[config.mk]
export PLATFORM = sky130hd
export DESIGN_NAME = open_detect_regs
export DESIGN_NICKNAME = d
export VERILOG_FILES = /design/src/hw/open_detect_pkg.sv /design/src/hw/diag_select_pair.sv /design/src/hw/open_detect_regs.sv
export VERILOG_INCLUDE_DIRS = /design/src /design/src/hw
export SDC_FILE = /design/constraint.sdc
export NUM_CORES = 1
export LEC_CHECK = 0
export ABC_AREA = 1
export BUFFER_PORTS_ARGS = -buffer_cell sky130_fd_sc_hd__buf_4
export CAP_MARGIN = 20
export CORE_MARGIN = 4
export CORE_UTILIZATION = 35
export DETAILED_ROUTE_END_ITERATION = 8
export HOLD_SLACK_MARGIN = 0.15
export PLACE_DENSITY = 0.63
export SETUP_SLACK_MARGIN = 0.3
export SYNTH_ARGS = -nofsm -noshare
export SYNTH_HDL_FRONTEND = slang
export SYNTH_SLANG_ARGS = --single-unit
[constraint.sdc]
create_clock -name clock -period 2.1 [get_ports clock]
set_input_delay 0.21 -clock clock [delete_from_list [all_inputs] [get_ports clock]]
set_output_delay 0.21 -clock clock [all_outputs]
set_load 0.01 [all_outputs]
[src/hw/open_detect_params.svh]
// Register offsets, field positions, reset values and bus codes of the open-detect bank
`ifndef OPEN_DETECT_PARAMS_SVH
`define OPEN_DETECT_PARAMS_SVH

// Register indices; byte address is four times the index
`define IDX_DETECT_ENABLE 8'h23
`define IDX_OPEN_FLAGS 8'h24
`define IDX_DIAG_SEL_CH1_CH2 8'h28
`define IDX_DIAG_SEL_CH3_CH4 8'h29
`define IDX_DIAG_SEL_CH5_CH6 8'h2A
`define IDX_DETECT_QUEUE 8'h2C
`define IDX_IRQ_STATUS 8'h30
`define IDX_IRQ_ENABLE 8'h31
`define IDX_IRQ_CLEAR 8'h32

// Byte offset bits below the word index
`define WORD_OFFSET_BITS 2
`define WORD_OFFSET_ZERO 2'h0

// Diagnostic select field layout
`define SEL_WIDTH 3
`define SEL_LOW_LSB 0
`define SEL_HIGH_LSB 3
`define SEL_RESERVED_VALUE 2'h0

// Reset values
`define RST_OPEN_FLAGS 8'h00
`define RST_DIAG_SEL 8'h00
`define RST_DETECT_ENABLE 8'h00
`define RST_DETECT_QUEUE 8'h00
`define RST_IRQ_STATUS 8'h00
`define RST_IRQ_ENABLE 8'h00
`define RST_PIN_MAP 6'h3F
`define RST_READDATA 32'h00000000

// Queue values above one mean automatic detection
`define QUEUE_AUTO_MIN 8'h02

// Avalon response codes
`define RESP_OKAY 2'h0
`define RESP_DECODE_ERROR 2'h3

`endif

[src/hw/open_detect_pkg.sv]
// Types shared by the open-detect and diagnostic select bank
package open_detect_pkg;

   typedef enum logic [2:0] {
      SRC_INPUT_PIN = 3'b000,
      SRC_TEMPERATURE = 3'b001,
      SRC_REFERENCE = 3'b010,
      SRC_ANALOG_REGULATOR = 3'b011,
      SRC_DIGITAL_REGULATOR = 3'b100,
      SRC_IO_SUPPLY = 3'b101,
      SRC_ANALOG_GROUND = 3'b110,
      SRC_ANALOG_SUPPLY = 3'b111
   } source_sel_type;

   typedef enum logic [0:0] {
      BUS_IDLE = 1'b0,
      BUS_ANSWER = 1'b1
   } bus_state_type;

endpackage : open_detect_pkg

[src/hw/diag_select_pair.sv]
// One diagnostic select register holding two channel source selectors
`timescale 1ns/100ps
`include "open_detect_params.svh"

module diag_select_pair
   import open_detect_pkg::*;
(
   // Clock and reset
   input wire logic clock,
   input wire logic reset_n,
   // Write side
   input wire logic write_strobe,
   input wire logic [7:0] write_data,
   // Fields
   output source_sel_type low_sel,
   output source_sel_type high_sel,
   output logic [7:0] read_value
);

   localparam logic [7:0] RESET_VALUE = `RST_DIAG_SEL;

   wire logic [2:0] next_low_bits = write_data[`SEL_LOW_LSB +: `SEL_WIDTH];
   wire logic [2:0] next_high_bits = write_data[`SEL_HIGH_LSB +: `SEL_WIDTH];

   // Reserved upper bits are never stored, so they cannot read back
   always_ff @(posedge clock) begin
      if (!reset_n) begin
         low_sel <= source_sel_type'(RESET_VALUE[`SEL_LOW_LSB +: `SEL_WIDTH]);
         high_sel <= source_sel_type'(RESET_VALUE[`SEL_HIGH_LSB +: `SEL_WIDTH]);
      end else if (write_strobe) begin
         low_sel <= source_sel_type'(next_low_bits);
         high_sel <= source_sel_type'(next_high_bits);
      end
   end

   assign read_value = {`SEL_RESERVED_VALUE, high_sel, low_sel};

endmodule : diag_select_pair

[src/hw/open_detect_regs.sv]
// Open-circuit flags, diagnostic source selects and interrupt logic on Avalon-MM
//
// What this block does
// - One open-circuit flag per channel, channel n at bit n-1 of an 8-bit register.
// - Flags reset to zero, read back, clear only on writing one; zero leaves them.
// - First select register: channel 2 in bits 5:3, channel 1 in 2:0, 7:6 reserved.
// - Second select register: channel 4 in bits 5:3, channel 3 in 2:0.
// - Third select register: channel 6 in bits 5:3, channel 5 in 2:0.
// - Selector zero converts the channel's own external input pin.
// - Non-zero selector codes route one of seven internal nodes to the channel.
// - All select registers reset to zero, so every channel uses its pin.
// - A flag sets only with detection enabled for that channel and automatic mode.
`timescale 1ns/100ps
`include "open_detect_params.svh"

module open_detect_regs
   import open_detect_pkg::*;
#(
   parameter int ADDR_WIDTH = 8,
   parameter int CHANNELS = 8
) (
   // Clock and reset
   input wire logic clock,
   input wire logic reset_n,
   // Avalon-MM slave
   input wire logic [ADDR_WIDTH-1:0] address,
   input wire logic read,
   input wire logic write,
   input wire logic [3:0] byteenable,
   input wire logic [31:0] writedata,
   output logic [31:0] readdata,
   output logic [1:0] response,
   output logic waitrequest,
   // Open-circuit detector
   input wire logic [CHANNELS-1:0] open_detect_event,
   output logic [CHANNELS-1:0] detect_enable,
   output logic detect_auto_mode,
   // Open-circuit flags
   output logic input1_open_flag,
   output logic input2_open_flag,
   output logic input3_open_flag,
   output logic input4_open_flag,
   output logic input5_open_flag,
   output logic input6_open_flag,
   output logic input7_open_flag,
   output logic input8_open_flag,
   // Channel source selectors
   output source_sel_type input1_source_sel,
   output source_sel_type input2_source_sel,
   output source_sel_type input3_source_sel,
   output source_sel_type input4_source_sel,
   output source_sel_type input5_source_sel,
   output source_sel_type input6_source_sel,
   // Pin routing per channel, channel 1 at bit 0
   output logic [5:0] channel_uses_pin,
   // Interrupt
   output logic irq
);

   localparam logic [CHANNELS-1:0] RESET_FLAGS = CHANNELS'(`RST_OPEN_FLAGS);
   localparam logic [CHANNELS-1:0] RESET_ENABLE = CHANNELS'(`RST_DETECT_ENABLE);
   localparam logic [CHANNELS-1:0] RESET_IRQ_STATUS = CHANNELS'(`RST_IRQ_STATUS);
   localparam logic [CHANNELS-1:0] RESET_IRQ_ENABLE = CHANNELS'(`RST_IRQ_ENABLE);
   localparam logic [7:0] RESET_QUEUE = `RST_DETECT_QUEUE;
   localparam logic [5:0] RESET_PIN_MAP = `RST_PIN_MAP;
   localparam logic [31:0] RESET_READDATA = `RST_READDATA;
   localparam logic [1:0] RESET_RESPONSE = `RESP_OKAY;
   localparam int INDEX_WIDTH = ADDR_WIDTH - `WORD_OFFSET_BITS;

   bus_state_type state;
   bus_state_type next_state;
   logic [CHANNELS-1:0] open_flags;
   logic [CHANNELS-1:0] next_open_flags;
   logic [CHANNELS-1:0] irq_status;
   logic [CHANNELS-1:0] next_irq_status;
   logic [CHANNELS-1:0] irq_enable;
   logic [7:0] detect_queue;
   logic [31:0] next_readdata;
   logic [1:0] next_response;

   // Address decode
   // Misaligned addresses hit nothing and answer with an error
   wire logic [INDEX_WIDTH-1:0] word_index = address[ADDR_WIDTH-1:`WORD_OFFSET_BITS];
   wire logic aligned = (address[`WORD_OFFSET_BITS-1:0] == `WORD_OFFSET_ZERO);
   wire logic hit_enable = aligned && (word_index == INDEX_WIDTH'(`IDX_DETECT_ENABLE));
   wire logic hit_flags = aligned && (word_index == INDEX_WIDTH'(`IDX_OPEN_FLAGS));
   wire logic hit_sel_12 = aligned && (word_index == INDEX_WIDTH'(`IDX_DIAG_SEL_CH1_CH2));
   wire logic hit_sel_34 = aligned && (word_index == INDEX_WIDTH'(`IDX_DIAG_SEL_CH3_CH4));
   wire logic hit_sel_56 = aligned && (word_index == INDEX_WIDTH'(`IDX_DIAG_SEL_CH5_CH6));
   wire logic hit_queue = aligned && (word_index == INDEX_WIDTH'(`IDX_DETECT_QUEUE));
   wire logic hit_irq_status = aligned && (word_index == INDEX_WIDTH'(`IDX_IRQ_STATUS));
   wire logic hit_irq_enable = aligned && (word_index == INDEX_WIDTH'(`IDX_IRQ_ENABLE));
   wire logic hit_irq_clear = aligned && (word_index == INDEX_WIDTH'(`IDX_IRQ_CLEAR));
   wire logic hit_any = hit_enable | hit_flags | hit_sel_12 | hit_sel_34 | hit_sel_56
      | hit_queue | hit_irq_status | hit_irq_enable | hit_irq_clear;

   // A request is taken only while idle, so a held request is not taken twice
   wire logic request = read || write;
   wire logic take = (state == BUS_IDLE) && request;
   wire logic read_hit = read && hit_any;

   // Writes commit only at the edge that ends the answer cycle
   // Only lane 0 carries a register; a write without it changes nothing
   wire logic lane0_write = write && byteenable[0];
   wire logic commit = (state == BUS_ANSWER) && lane0_write;
   wire logic [7:0] write_byte = writedata[7:0];
   wire logic write_enable = commit && hit_enable;
   wire logic write_flags = commit && hit_flags;
   wire logic write_sel_12 = commit && hit_sel_12;
   wire logic write_sel_34 = commit && hit_sel_34;
   wire logic write_sel_56 = commit && hit_sel_56;
   wire logic write_queue = commit && hit_queue;
   wire logic write_irq_enable = commit && hit_irq_enable;
   wire logic write_irq_clear = commit && hit_irq_clear;

   // Flag set and clear terms
   // Queue of one is manual mode, where no flag may set
   wire logic auto_mode = (detect_queue >= `QUEUE_AUTO_MIN);
   wire logic [CHANNELS-1:0] auto_gate = {CHANNELS{auto_mode}};
   wire logic [CHANNELS-1:0] armed = detect_enable & auto_gate;
   wire logic [CHANNELS-1:0] flag_set =
      open_detect_event & armed;
   wire logic [CHANNELS-1:0] flag_clear =
      write_flags ? write_byte[CHANNELS-1:0] : '0;
   wire logic [CHANNELS-1:0] irq_clear =
      write_irq_clear ? write_byte[CHANNELS-1:0] : '0;

   // Set beats a clear landing in the same cycle
   assign next_open_flags = (open_flags & ~flag_clear) | flag_set;
   assign next_irq_status = (irq_status & ~irq_clear) | flag_set;

   // Enable as it stands after this edge, so a new enable raises irq at once
   wire logic [CHANNELS-1:0] next_irq_enable =
      write_irq_enable ? write_byte[CHANNELS-1:0] : irq_enable;
   wire logic next_irq = |(next_irq_status & next_irq_enable);

   // Detector control loads whole bytes on a committed write
   wire logic [CHANNELS-1:0] next_detect_enable =
      write_enable ? write_byte[CHANNELS-1:0] : detect_enable;
   wire logic [7:0] next_detect_queue = write_queue ? write_byte : detect_queue;

   // Select register contents
   // Selector ports change at the commit edge; routing follows a cycle later
   wire logic [7:0] sel_12_value;
   wire logic [7:0] sel_34_value;
   wire logic [7:0] sel_56_value;

   diag_select_pair u_sel_ch1_ch2 (
      .clock(clock),
      .reset_n(reset_n),
      .write_strobe(write_sel_12),
      .write_data(write_byte),
      .low_sel(input1_source_sel),
      .high_sel(input2_source_sel),
      .read_value(sel_12_value)
   );

   diag_select_pair u_sel_ch3_ch4 (
      .clock(clock),
      .reset_n(reset_n),
      .write_strobe(write_sel_34),
      .write_data(write_byte),
      .low_sel(input3_source_sel),
      .high_sel(input4_source_sel),
      .read_value(sel_34_value)
   );

   diag_select_pair u_sel_ch5_ch6 (
      .clock(clock),
      .reset_n(reset_n),
      .write_strobe(write_sel_56),
      .write_data(write_byte),
      .low_sel(input5_source_sel),
      .high_sel(input6_source_sel),
      .read_value(sel_56_value)
   );

   // Zero selects the external pin, anything else an internal node
   wire logic [5:0] next_channel_uses_pin = {
      input6_source_sel == SRC_INPUT_PIN,
      input5_source_sel == SRC_INPUT_PIN,
      input4_source_sel == SRC_INPUT_PIN,
      input3_source_sel == SRC_INPUT_PIN,
      input2_source_sel == SRC_INPUT_PIN,
      input1_source_sel == SRC_INPUT_PIN
   };

   // Read multiplexer; unused lanes read zero
   wire logic [7:0] read_enable = 8'(detect_enable);
   wire logic [7:0] read_flags = 8'(open_flags);
   wire logic [7:0] read_irq_status = 8'(irq_status);
   wire logic [7:0] read_irq_enable = 8'(irq_enable);
   wire logic [7:0] read_byte =
      hit_enable ? read_enable :
      hit_flags ? read_flags :
      hit_sel_12 ? sel_12_value :
      hit_sel_34 ? sel_34_value :
      hit_sel_56 ? sel_56_value :
      hit_queue ? detect_queue :
      hit_irq_status ? read_irq_status :
      hit_irq_enable ? read_irq_enable :
      8'h00;

   // Clear register is write-only and reads zero
   assign next_readdata = read_hit ? {24'h000000, read_byte} : 32'h00000000;
   assign next_response = hit_any ? `RESP_OKAY : `RESP_DECODE_ERROR;

   // One wait cycle per access; a new request is seen the cycle after release
   always_comb begin
      next_state = state;
      case (state)
         BUS_IDLE: begin
            if (request) begin
               next_state = BUS_ANSWER;
            end
         end
         BUS_ANSWER: begin
            next_state = BUS_IDLE;
         end
         default: begin
            next_state = BUS_IDLE;
         end
      endcase
   end

   always_ff @(posedge clock) begin
      if (!reset_n) begin
         state <= BUS_IDLE;
      end else begin
         state <= next_state;
      end
   end

   // Low for exactly the answer cycle
   always_ff @(posedge clock) begin
      if (!reset_n) begin
         waitrequest <= 1'b1;
      end else begin
         waitrequest <= (next_state != BUS_ANSWER);
      end
   end

   // Read data captured while the request waits, held for the answer cycle
   always_ff @(posedge clock) begin
      if (!reset_n) begin
         readdata <= RESET_READDATA;
      end else if (take) begin
         readdata <= next_readdata;
      end
   end

   // Response for the request being taken
   always_ff @(posedge clock) begin
      if (!reset_n) begin
         response <= RESET_RESPONSE;
      end else if (take) begin
         response <= next_response;
      end
   end

   // Open-circuit flags
   always_ff @(posedge clock) begin
      if (!reset_n) begin
         open_flags <= RESET_FLAGS;
      end else begin
         open_flags <= next_open_flags;
      end
   end

   // Channel n is bit n-1
   assign input1_open_flag = open_flags[0];
   assign input2_open_flag = open_flags[1];
   assign input3_open_flag = open_flags[2];
   assign input4_open_flag = open_flags[3];
   assign input5_open_flag = open_flags[4];
   assign input6_open_flag = open_flags[5];
   assign input7_open_flag = open_flags[6];
   assign input8_open_flag = open_flags[7];

   // Detector control
   always_ff @(posedge clock) begin
      if (!reset_n) begin
         detect_enable <= RESET_ENABLE;
      end else begin
         detect_enable <= next_detect_enable;
      end
   end

   always_ff @(posedge clock) begin
      if (!reset_n) begin
         detect_queue <= RESET_QUEUE;
      end else begin
         detect_queue <= next_detect_queue;
      end
   end

   // Registered copy so the detector sees a clean level
   always_ff @(posedge clock) begin
      if (!reset_n) begin
         detect_auto_mode <= 1'b0;
      end else begin
         detect_auto_mode <= auto_mode;
      end
   end

   // Routing status lags the select registers by one cycle
   always_ff @(posedge clock) begin
      if (!reset_n) begin
         channel_uses_pin <= RESET_PIN_MAP;
      end else begin
         channel_uses_pin <= next_channel_uses_pin;
      end
   end

   // Interrupt status, enable and output
   always_ff @(posedge clock) begin
      if (!reset_n) begin
         irq_status <= RESET_IRQ_STATUS;
      end else begin
         irq_status <= next_irq_status;
      end
   end

   always_ff @(posedge clock) begin
      if (!reset_n) begin
         irq_enable <= RESET_IRQ_ENABLE;
      end else begin
         irq_enable <= next_irq_enable;
      end
   end

   // Computed from next status so irq tracks the status register exactly
   always_ff @(posedge clock) begin
      if (!reset_n) begin
         irq <= 1'b0;
      end else begin
         irq <= next_irq;
      end
   end

endmodule : open_detect_regs

==> results.env, run 1 <==
OUTCOME='finished, final reports clean'
DOMINANT_CELL_TYPE_BY_AREA_AFTER_SYNTHESIS='sky130_fd_sc_hd__dfxtp_1'
SYNTHESIS.AREA_SQ_UM=3750
CLK_TRANSITION_REPORTED_PATHS_NS=0.08
STARTPOINT_TYPE='register'
DRV_CAP=0
CRIT_FANOUT=9
POWER_DENSITY_NORMALIZED_TO_CELL_AREA_nW_PER_UM2=602
TIMING.CRITICAL_PATH.DEPTH=9
CRITICAL_PATH.TOP_DELAY_FAMILY='simple AND/OR/NAND/NOR gates'
MIN_FROM='writedata[6]'
CRIT_PATH_TOP_DELAY_CELL='sky130_fd_sc_hd__or2_2'
ROUTE.DETAILED.DRC=0
RR_WORST_DEPTH=9
LAYOUT-DRIVE-GT1-SHARE_PCT=20.5
GRT_PASS1_WL_MICRONS=17800
EFFECTIVE_UTILIZATION_AT_FLOORPLAN_PCT=36.1
PATH_BUF_INV=0
SYNTHTOPCELLSBYCOUNT='sky130_fd_sc_hd__nand2_1, sky130_fd_sc_hd__dfxtp_1, sky130_fd_sc_hd__a21oi_1, sky130_fd_sc_hd__inv_1, sky130_fd_sc_hd__nand3_1'
FINAL_ANTENNA_NET_COUNT=0
FILLERS=1077
FIN_AREA_SQ_UM=4640
PERIOD_SHARE_PCT=84.2
ROWS=37
YOSYS_REGISTER_BITS=77
FIRST_GLOBAL_VIAS=3545
SYNTH_TOP_AREA_SHARE_PCT=41.1
CRITPATHMOSTFREQUENTCELL='sky130_fd_sc_hd__nand2_1'
ROUTED_WIRE_LENGTH_PER_INSTANCE_MICRONS=14.2
FINAL.SETUP_SKEW_NS=0.00951
NATURE_OF_THE_CRITICAL_PATH_ENDPOINT='register'
CP_MAX_STAGE_DELAY_NS=0.41
SYN-MEAN-INSTANCE-AREA_SQ_UM=6.84
NNETSFINAL=685
POWER.LEAKAGE_uW=0.00213
GRT_USE_TOTAL_PCT=17.6
DESIGN.CORE.AREA_SQ_UM=10400
DETAIL_ROUTE.FIRST_PASS.ITERATIONS=5
CRITPATHKIND='reg2reg'
GRT-OVFL-TOTAL=0
POSTSYNTHCELLCOUNT=548
LAYOUT_MIN_CYCLE_TIME_NS=1.77
SYNTH_ENABLE_FLOP_CELLS=0
AREA_ADDED_BETWEEN_SYNTHESIS_AND_FINISH_PCT=23.7
CTSHTREEMAXLEVEL=3
FINAL-HOLD-VIOLATION-COUNT=0
SYNTH-ASYNC-RESET-RATIO_PCT=0
FINALMAXSLEWVIOLATIONS=0
CTS_ROOT_BUFFER='sky130_fd_sc_hd__clkbuf_8'
FIN_HOLD_WS_NS=0.168
SYNTH_COMPOUND_AREA_SHARE_PCT=16.1
MAX-CLOCK-PATH-BUFFERS=2
POWER.IR.VDD_WORST_uV=352
WORST-SLEW-PIN-TRANSITION_NS=0.547
ROUTE.FINAL.WIRE_LENGTH_MICRONS=10900
DETAILED_PLACE.AREA_SQ_UM=4410
SEQ_AREA_FRAC_SYNTH_PCT=41.1
TIMING.FINAL.SETUP_VIOLATIONS=0
REQUIRED_ARRIVAL_TIME_AT_THE_WORST_ENDPOINT_NS=2.32
WORST_SLEW_MARGIN_REL_PCT=63.4
POST_SYNTH_FA_HA_MAJ_AREA_FRACTION_PCT=0
PIN_COUNT_OF_THE_BIGGEST_NET_ENTERING_GLOBAL_ROUTING=45
SYNTH_TOP_CELLS_BY_AREA='sky130_fd_sc_hd__dfxtp_1, sky130_fd_sc_hd__nand2_1, sky130_fd_sc_hd__a21oi_1'
SHARE_OF_SYNTHESIZED_AREA_SPENT_ON_MULTIPLEXERS_PCT=0
SYNTH-WARNING-COUNT=0
HOLDBUFCOUNTCTS=0
YOSYSMOSTFREQUENTCELL='sky130_fd_sc_hd__nand2_1'
SETUP.WORST_PATH.START='detect_queue[7]$_SDFFE_PN0P_'
CLKLATENCYLATEPIN_NS=0.35
TRITONCTS='yes'
DETAILROUTE.VIA_COUNT=3726
DIE_AREA_SQ_UM=12400
N_ANTENNA_CELL=0
CLOCK_SINK_COUNT=77
CP.ARRIVAL_NS=1.99
SYNTH-MAIN-FF-CELL='sky130_fd_sc_hd__dfxtp_1'
DETAILED_PLACE_HPWL_MICRONS=8260
PORT_BUFFERS=81
FLOORPLAN.IO_PINS=133
GPL.FINAL_WEIGHTED_CONGESTION=0.810
WORST_R2R_STARTPOINT='detect_queue[7]$_SDFFE_PN0P_'
HOLD_DEPTH=3
SYNTH_XOR_XNOR_AREA_SHARE_PCT=0
DIE_H_MICRONS=111
TNS_NS=0
VIASPERCELL=4.84
SYNTH.LIB_CELLS_USED.DISTINCT=29
HP-CLASS='in2reg'
MAIN_COMBINATIONAL_CELL_FAMILY_BY_AREA_AFTER_SYNTHESIS='simple AND/OR/NAND/NOR gates'
NUMCTSBUFFERS=9
VIOLATION_COUNT_AFTER_THE_FIRST_DETAILED_ROUTE_ITERATION=260
GRT_ANTENNA_BEFORE_REPAIR=0
FMAX_GHz=0.566
UNREPAIRED_SETUP_ENDPOINTS_AFTER_GLOBAL_ROUTING='yes'
SYNTH_SIMPLE_GATE_AREA_SHARE_PCT=29.4
CRIT_CHAIN='nor2_1 > nand2_1 > or2_2 > nand3_1 > nand2_1 > nand2_1 > nand2_1 > nor2_1 > a21oi_2'
DIE_X_MICRONS=111
cells in the final DEF, fill, tap and decap left out:
master                       count
sky130_fd_sc_hd__nand3_2         1
sky130_fd_sc_hd__clkbuf_8       10
sky130_fd_sc_hd__o21ai_2         5
sky130_fd_sc_hd__nor2_2          4
sky130_fd_sc_hd__nor2_8          1
sky130_fd_sc_hd__inv_2           3
sky130_fd_sc_hd__clkbuf_1        1
sky130_fd_sc_hd__clkinvlp_4      2
sky130_fd_sc_hd__a21oi_2         1
sky130_fd_sc_hd__buf_4          91
sky130_fd_sc_hd__nor2_1         39
sky130_fd_sc_hd__bufinv_16       1
sky130_fd_sc_hd__nand3_1        47
sky130_fd_sc_hd__a21oi_1        55
sky130_fd_sc_hd__inv_1          53
sky130_fd_sc_hd__conb_1         24
sky130_fd_sc_hd__or2_2           1
sky130_fd_sc_hd__nand4_1         5
sky130_fd_sc_hd__o211ai_1        1
sky130_fd_sc_hd__o31ai_1         6
sky130_fd_sc_hd__dfxtp_1        77
sky130_fd_sc_hd__nand2_8         1
sky130_fd_sc_hd__o21ai_1         1
sky130_fd_sc_hd__o21ai_0        36
sky130_fd_sc_hd__nand2_2         4
sky130_fd_sc_hd__nand2_1       154
sky130_fd_sc_hd__nor2_4          1
sky130_fd_sc_hd__clkinv_2        1
sky130_fd_sc_hd__clkinv_4        2
sky130_fd_sc_hd__buf_12          1
sky130_fd_sc_hd__o21bai_1        5
per-stage QoR:
stage	worst slack (ns)	util, %	std cells	power, uW
after global routing	0.292	44.7	770	2890
after detailed placement	0.327	42.6	753	1690
after floorplan	0.644	-	571	1630
after global placement	0.351	42.6	753	1680
after CTS	0.334	44.5	769	2810
final	0.332	44.7	770	2790
area by class of cell:
class	instances	area, sq um	area share (%)
repair buffers	92	703	15.2
well taps	136	170	3.67
clock buffers	11	141	3.05
clock inverters	5	60.1	1.30
multi-input cells	392	1800	38.9
inverters	57	218	4.70
flip-flops and latches	77	1540	33.3
power breakdown:
part	switching [uW]	internal [uW]	total (uW)
sequential	2.93	1460	1470
clock	552	584	1140
combinational	125	63.3	188
worst reg2reg max path: stages (launching register included):
cell and delay (ns):
sky130_fd_sc_hd__dfxtp_1 0.33, sky130_fd_sc_hd__nor2_1 0.21, sky130_fd_sc_hd__nand2_1 0.08, sky130_fd_sc_hd__or2_2 0.41, sky130_fd_sc_hd__nand3_1 0.20, sky130_fd_sc_hd__nand2_1 0.08
sky130_fd_sc_hd__nand2_1 0.08, sky130_fd_sc_hd__nand2_1 0.06, sky130_fd_sc_hd__nor2_1 0.13, sky130_fd_sc_hd__a21oi_2 0.07
cell families after synthesis:
logic type	Yosys count
DFF	77
AOI/OAI and AO/OA	110
other	1
buffers and inverters	102
and+or+nand+nor	258
sequential cells by signal, summed over array words and instances (netlist names), 3 cells and up:
signal                  count
u_sel_ch3_ch4.low_sel       3
detect_queue                8
u_sel_ch3_ch4.high_sel      3
u_sel_ch5_ch6.high_sel      3
detect_enable               8
u_sel_ch1_ch2.low_sel       3
open_flags                  8
readdata                    8
irq_status                  8
u_sel_ch5_ch6.low_sel       3
irq_enable                  8
channel_uses_pin            6
u_sel_ch1_ch2.high_sel      3
repair_timing:
item                       CTS  global route
setup buffers                0             1
resized for setup            0             2
setup endpoints to repair    0            12
final timing paths:
check / to / slack [ns]
worst min register to register: detect_queue[0]$_SDFFE_PN0P_ / 0.46
worst max-delay path: irq$_SDFF_PN0_ / 0.33
worst min-delay path: detect_queue[6]$_SDFFE_PN0P_ / 0.17
worst max register to register: irq$_SDFF_PN0_ / 0.33
layer usage:
metal | vias to the layer above | part of all wire, % | global-route usage, %
met3 | 22 | 6.9 | 3.91
li1 | 1869 | - | -
met1 | 1683 | 44 | 23.0
met2 | 152 | 47 | 28.9
met4 | 0 | 2.3 | 6.00
met5 | - | 0 | 0
Power figures use the tool's default switching activity.
==> run 2: changes to the inputs <==
--- a/config.mk
+++ b/config.mk
@@ -13,7 +13,7 @@
 export CORE_UTILIZATION = 35
 export DETAILED_ROUTE_END_ITERATION = 8
 export HOLD_SLACK_MARGIN = 0.15
-export PLACE_DENSITY = 0.63
+export PLACE_DENSITY = 0.65
 export SETUP_SLACK_MARGIN = 0.3
 export SYNTH_ARGS = -nofsm -noshare
 export SYNTH_HDL_FRONTEND = slang
==> constraint.sdc (replaced) <==
create_clock -name clock -period 1.4 [get_ports clock]
set_input_delay 0.14 -clock clock [delete_from_list [all_inputs] [get_ports clock]]
set_output_delay 0.14 -clock clock [all_outputs]
set_load 0.01 [all_outputs]
==> results.env, run 2 (synthesis results as in run 1) <==
LEADING_CELL_TYPES_IN_THE_LAYOUT_FILL_AND_TAPS_EXCLUDED='sky130_fd_sc_hd__nand2_1, sky130_fd_sc_hd__buf_4, sky130_fd_sc_hd__dfxtp_1'
CRITPATHMOSTFREQUENTCELL='sky130_fd_sc_hd__nand2_1'
DRV_CAP=0
VIOLATION_COUNT_AFTER_THE_FIRST_DETAILED_ROUTE_ITERATION=306
N_ANTENNA_CELL=0
FINAL.SETUP_SKEW_NS=0.0126
VIASPERCELL=5.22
FILLERS=822
GPL.FINAL_WEIGHTED_CONGESTION=0.841
CRITICAL_PATH.REG2REG.ENDPOINT='irq$_SDFF_PN0_'
RR_WORST_DEPTH=11
CRITICAL_PATH.TOP_DELAY_FAMILY='simple AND/OR/NAND/NOR gates'
TRITONCTS='yes'
CRIT_PATH_TOP_DELAY_CELL='sky130_fd_sc_hd__dfxtp_2'
R2R_SETUP_SLACK_NS=-0.07
EFFECTIVE_UTILIZATION_AT_FLOORPLAN_PCT=36.1
PATH_BUF_INV=3
FINALMAXSLEWVIOLATIONS=0
CLOCK_SINK_COUNT=77
CTS_ROOT_BUFFER='sky130_fd_sc_hd__clkbuf_8'
DIE_H_MICRONS=111
HP-CLASS='in2reg'
WORST_SLACK_NS=-0.0726
LAYOUT-DRIVE-GT1-SHARE_PCT=49.3
POWER.IR.VDD_WORST_uV=419
REQUIRED_ARRIVAL_TIME_AT_THE_WORST_ENDPOINT_NS=1.63
POWER.LEAKAGE_uW=0.00273
POWER_DENSITY_NORMALIZED_TO_CELL_AREA_nW_PER_UM2=756
ROUTED_WIRE_LENGTH_PER_INSTANCE_MICRONS=17.5
DETAILED_PLACE.AREA_SQ_UM=4780
FINAL-HOLD-VIOLATION-COUNT=0
CELL_INTERNAL_POWER_DISSIPATION_uW=3650
ROUTE.DETAILED.DRC=0
CRIT_CHAIN='nand3_2 > clkinv_4 > buf_12 > buf_8 > nand3_1 > nand2_1 > nand2_1 > nand2_1 > nand2_1 > nor2_2 > a21oi_2'
CP.ARRIVAL_NS=1.70
ROWS=37
HOLD_DEPTH=4
PIN_COUNT_OF_THE_BIGGEST_NET_ENTERING_GLOBAL_ROUTING=33
SEQUENTIAL_CELL_AREA_SQ_UM=1570
REPORT.POWER.TOTAL_uW=4800
NATURE_OF_THE_CRITICAL_PATH_ENDPOINT='register'
FIN_UTIL_PCT=61.1
UNREPAIRED_SETUP_ENDPOINTS_AFTER_GLOBAL_ROUTING='yes'
ROUTE.FINAL.WIRE_LENGTH_MICRONS=14800
PART_OF_THE_POWER_IN_THE_CLOCK_NETWORK_PCT=43.2
DESIGN.CORE.AREA_SQ_UM=10400
NNETSFINAL=761
MULTI_INPUT_COMB_AREA_SQ_UM=2610
CRITPATHKIND='reg2reg'
CTSHTREEMAXLEVEL=3
DETAIL_ROUTE.FIRST_PASS.ITERATIONS=7
TIMING.FINAL.SETUP_VIOLATIONS=1
OUTCOME='complete, but fails checks'
CRIT_FANOUT=7
FIN_AREA_SQ_UM=6340
DIE_X_MICRONS=111
GRT_PASS1_WL_MICRONS=21300
FINAL_ANTENNA_NET_COUNT=0
FMAX_GHz=0.679
CLKLATENCYLATEPIN_NS=0.36
SWITCHING_SHARE_PCT=24.0
POWER.SEQUENTIAL.FRACTION_PCT=45.9
WORST_R2R_STARTPOINT='state$_SDFF_PN0_'
MAX-CLOCK-PATH-BUFFERS=2
VIOLATED_CHECKS='negative setup slack'
FIRST_GLOBAL_VIAS=4177
GRT_USE_TOTAL_PCT=21.2
PERIOD_SHARE_PCT=105
CLK_TRANSITION_REPORTED_PATHS_NS=0.08
PORT_BUFFERS=81
POWER.COMBINATIONAL.FRACTION_PCT=11.0
NUMCTSBUFFERS=9
MIN_FROM='open_detect_event[7]'
GRT_ANTENNA_BEFORE_REPAIR=0
FLOORPLAN.IO_PINS=133
DETAILROUTE.VIA_COUNT=4412
AREA_ADDED_BETWEEN_SYNTHESIS_AND_FINISH_PCT=69.3
P_SW_uW=1150
MOSTFREQUENTLAYOUTCELL='sky130_fd_sc_hd__nand2_1'
LAYOUT_MIN_CYCLE_TIME_NS=1.47
CP_MAX_STAGE_DELAY_NS=0.35
GRT-OVFL-TOTAL=0
DETAILED_PLACE_HPWL_MICRONS=8610
MIN_DELAY_WORST_ENDPOINT='open_flags[7]$_SDFF_PN0_'
DIE_AREA_SQ_UM=12400
STARTPOINT_TYPE='register'
## run 2: what timing repair did
item / 4_1_cts / 5_1_grt
hold buffers: 18 / 0
buffers inserted: 12 / 7
pin swaps: 27 / 51
resized for setup: 100 / 151
setup endpoints to repair: 63 / 72
cloned: 8 / 1
endpoints found under the hold margin: 29 / 0
## run 2: metal layers
metal  up-vias  routed length [microns]  track usage, %
li1       2037                        -               -
met5         -                        0               0
met2       209                     7360            35.3
met3        48                     1140            6.68
met1      2118                     5820            25.9
met4         0                      451            7.22
## run 2: how the worst max path moves through the flow
stage                                       from                        to  slack, ns  cells past startpoint
floorplan           detect_queue[1]$_SDFFE_PN0P_            irq$_SDFF_PN0_       0.07                     10
global placement                      address[6]  readdata[2]$_SDFFE_PN0P_      -0.17                     14
detailed placement                    address[5]            irq$_SDFF_PN0_      -0.18                     12
CTS                 detect_queue[7]$_SDFFE_PN0P_            irq$_SDFF_PN0_      -0.06                      9
global route                    state$_SDFF_PN0_            irq$_SDFF_PN0_      -0.17                     11
finish                          state$_SDFF_PN0_            irq$_SDFF_PN0_      -0.07                     11
## run 2: stage by stage
step           hold slack (ns)  std cells  setup slack (ns)  setup TNS (ns)
2_1_floorplan            0.278        571            0.0676               0
3_3_place_gp             0.434        784            -0.170           -1.16
3_5_place_dp             0.440        784            -0.176           -1.59
4_1_cts                  0.152        838           -0.0591         -0.0591
5_1_grt                  0.169        846            -0.168          -0.253
6_report                 0.155        846           -0.0726         -0.0726
## run 2: area by class of cell
class | instances | area share, %
Timing Repair inverter | 1 | 0.118
Timing Repair Buffer | 162 | 23.6
Clock inverter | 4 | 1.50
Tap cell | 136 | 2.68
Sequential cell | 77 | 24.7
Multi-Input combinational cell | 397 | 41.2
Clock buffer | 12 | 2.29
Inverter | 57 | 3.93
## run 2: power groups by stage
stage | logic (uW) | registers, uW | clock network [uW]
2_1_floorplan | 200 | 2250 | 0
3_3_place_gp | 319 | 2250 | 0
5_1_grt | 555 | 2200 | 2170
4_1_cts | 452 | 2200 | 2070
3_5_place_dp | 322 | 2250 | 0
6_report | 525 | 2200 | 2070
## run 2: worst register-to-register path: stages, from the launching register on
cell and delay (ns):
sky130_fd_sc_hd__dfxtp_2 0.35, sky130_fd_sc_hd__nand3_2 0.09, sky130_fd_sc_hd__clkinv_4 0.10, sky130_fd_sc_hd__buf_12 0.13
sky130_fd_sc_hd__buf_8 0.12, sky130_fd_sc_hd__nand3_1 0.09, sky130_fd_sc_hd__nand2_1 0.11, sky130_fd_sc_hd__nand2_1 0.07
sky130_fd_sc_hd__nand2_1 0.07, sky130_fd_sc_hd__nand2_1 0.07, sky130_fd_sc_hd__nor2_2 0.10, sky130_fd_sc_hd__a21oi_2 0.06
==> run 3: changes to the inputs <==
--- a/config.mk
+++ b/config.mk
@@ -13,7 +13,7 @@
 export CORE_UTILIZATION = 35
 export DETAILED_ROUTE_END_ITERATION = 8
 export HOLD_SLACK_MARGIN = 0.15
-export PLACE_DENSITY = 0.65
+export PLACE_DENSITY = 0.63
 export SETUP_SLACK_MARGIN = 0.3
 export SYNTH_ARGS = -nofsm -noshare
 export SYNTH_HDL_FRONTEND = slang
==> constraint.sdc (replaced) <==
create_clock -name clock -period 1.65 [get_ports clock]
set_input_delay 0.165 -clock clock [delete_from_list [all_inputs] [get_ports clock]]
set_output_delay 0.165 -clock clock [all_outputs]
set_load 0.01 [all_outputs]
==> results.env, run 3 (synthesis results as in run 1) <==
CRIT_PATH_TOP_DELAY_CELL='sky130_fd_sc_hd__dfxtp_4'
POWER.LEAKAGE_uW=0.00235
DESIGN.CORE.AREA_SQ_UM=10400
POWER_DENSITY_NORMALIZED_TO_CELL_AREA_nW_PER_UM2=731
UNREPAIRED_SETUP_ENDPOINTS_AFTER_GLOBAL_ROUTING='yes'
CRIT_CHAIN='nor2_4 > nand2_2 > or2_4 > nand3_4 > nand2_2 > nand2_2 > nand2_2 > nor2_2 > a21oi_2'
MOSTFREQUENTLAYOUTCELL='sky130_fd_sc_hd__nand2_1'
FLOORPLAN.IO_PINS=133
CP.ARRIVAL_NS=1.72
CLK_TRANSITION_REPORTED_PATHS_NS=0.08
ROUTE.DETAILED.DRC=0
TIMING.CRITICAL_PATH.TO='irq$_SDFF_PN0_'
CLOCK_SINK_COUNT=77
NUMCTSBUFFERS=9
DETAIL_ROUTE.FIRST_PASS.ITERATIONS=5
DRV_CAP=0
PIN_COUNT_OF_THE_BIGGEST_NET_ENTERING_GLOBAL_ROUTING=36
OUTCOME='finished, final reports clean'
FILLERS=1020
GRT_ANTENNA_BEFORE_REPAIR=0
RR_WORST_DEPTH=9
ROUTED_WIRE_LENGTH_PER_INSTANCE_MICRONS=14.6
REQUIRED_ARRIVAL_TIME_AT_THE_WORST_ENDPOINT_NS=1.88
FIN_AREA_SQ_UM=5100
CRITPATHKIND='reg2reg'
VIASPERCELL=4.90
PERIOD_SHARE_PCT=90.3
GPL.FINAL_WEIGHTED_CONGESTION=0.828
ROUTE.FINAL.WIRE_LENGTH_MICRONS=11700
FMAX_GHz=0.671
DIE_H_MICRONS=111
DETAILED_PLACE.AREA_SQ_UM=4550
CRIT_FANOUT=5
PORT_BUFFERS=81
FINAL-HOLD-VIOLATION-COUNT=0
CP_MAX_STAGE_DELAY_NS=0.36
DIE_X_MICRONS=111
GRT-OVFL-TOTAL=0
CRITPATHMOSTFREQUENTCELL='sky130_fd_sc_hd__nand2_2'
GRT_USE_TOTAL_PCT=18.5
LEADING_CELL_TYPES_IN_THE_LAYOUT_FILL_AND_TAPS_EXCLUDED='sky130_fd_sc_hd__nand2_1, sky130_fd_sc_hd__buf_4, sky130_fd_sc_hd__dfxtp_1'
PATH_BUF_INV=0
TRITONCTS='yes'
N_ANTENNA_CELL=0
CRITICAL_PATH.REG2REG.ENDPOINT='irq$_SDFF_PN0_'
DETAILED_PLACE_HPWL_MICRONS=8440
NNETSFINAL=716
R2R_SETUP_SLACK_NS=0.16
FINAL.SETUP_SKEW_NS=0.0133
SETUP.WORST_PATH.START='detect_queue[7]$_SDFFE_PN0P_'
STARTPOINT_TYPE='register'
AREA_ADDED_BETWEEN_SYNTHESIS_AND_FINISH_PCT=36.2
MAX-CLOCK-PATH-BUFFERS=2
FINAL_ANTENNA_NET_COUNT=0
CTSHTREEMAXLEVEL=3
LAYOUT-DRIVE-GT1-SHARE_PCT=27.2
TIMING.CRITICAL_PATH.DEPTH=9
CRITICAL_PATH.TOP_DELAY_FAMILY='simple AND/OR/NAND/NOR gates'
WORST_R2R_STARTPOINT='detect_queue[7]$_SDFFE_PN0P_'
GRT_PASS1_WL_MICRONS=18600
FINALMAXSLEWVIOLATIONS=0
FIRST_GLOBAL_VIAS=3764
LAYOUT_MIN_CYCLE_TIME_NS=1.49
ROWS=37
FIN_UTIL_PCT=49.2
EFFECTIVE_UTILIZATION_AT_FLOORPLAN_PCT=36.1
VIOLATION_COUNT_AFTER_THE_FIRST_DETAILED_ROUTE_ITERATION=204
CTS_ROOT_BUFFER='sky130_fd_sc_hd__clkbuf_8'
DETAILROUTE.VIA_COUNT=3928
POWER.IR.VDD_WORST_uV=509
CLKLATENCYLATEPIN_NS=0.35
HP-CLASS='in2reg'
TIMING.FINAL.SETUP_VIOLATIONS=0
NATURE_OF_THE_CRITICAL_PATH_ENDPOINT='register'
DIE_AREA_SQ_UM=12400
[run 3: layer usage]
metal	GRT usage (%)	share of wire (%)
met5	0	0
met4	6.81	2.3
met3	4.24	7.0
met2	30.6	47
met1	23.6	43
[run 3: area by class of cell]
| type | instances | area, sq um | area share (%) |
|---|---|---|---|
| Sequential cell | 77 | 1550 | 30.4 |
| Timing Repair Buffer | 120 | 977 | 19.2 |
| Multi-Input combinational cell | 394 | 1960 | 38.4 |
| Timing Repair inverter | 1 | 7.51 | 0.147 |
| Clock inverter | 6 | 87.6 | 1.72 |
| Inverter | 57 | 220 | 4.32 |
| Tap cell | 136 | 170 | 3.34 |
| Clock buffer | 10 | 128 | 2.50 |
[run 3: how the worst min path moves through the flow]
stage	from	to	slack, ns	cells after the start
after floorplan	reset_n	u_sel_ch1_ch2.low_sel[2]$_SDFFE_PN0P_	0.30	2
after global placement	detect_queue[0]$_SDFFE_PN0P_	detect_queue[0]$_SDFFE_PN0P_	0.43	2
after detailed placement	detect_queue[0]$_SDFFE_PN0P_	detect_queue[0]$_SDFFE_PN0P_	0.44	2
after CTS	reset_n	u_sel_ch3_ch4.low_sel[0]$_SDFFE_PN0P_	0.16	3
after global routing	writedata[3]	u_sel_ch1_ch2.high_sel[0]$_SDFFE_PN0P_	0.17	3
final	writedata[3]	u_sel_ch1_ch2.high_sel[0]$_SDFFE_PN0P_	0.17	3
[run 3: tightest hold or removal path, stage by stage]
cell,delay [ns]
sky130_fd_sc_hd__buf_4,0.16
sky130_fd_sc_hd__nand3_1,0.09
sky130_fd_sc_hd__a21oi_1,0.06
[run 3: where the power goes]
group	switching [uW]	internal, uW
Sequential	3.63	1860
Combinational	177	114
Clock	721	853
[run 3: per-stage QoR]
stage                     power, uW  instances  setup TNS, ns  setup slack (ns)  hold slack (ns)
after global routing           3840        801              0             0.108            0.168
after CTS                      3740        796              0             0.190            0.155
after global placement         2160        764        -0.0258           -0.0258            0.434
after detailed placement       2160        764        -0.0487           -0.0378            0.443
after floorplan                2070        571              0             0.301            0.303
final                          3730        801              0             0.161            0.167
[run 3: repair_timing]
| item | in CTS | in global routing |
|---|---|---|
| setup buffers | 0 | 4 |
| gates cloned | 2 | 1 |
| endpoints found under the setup margin | 37 | 31 |
| hold endpoints to repair | 27 | 0 |
| gates resized for setup | 15 | 37 |
| hold buffers | 14 | 0 |
| pin swaps | 4 | 13 |
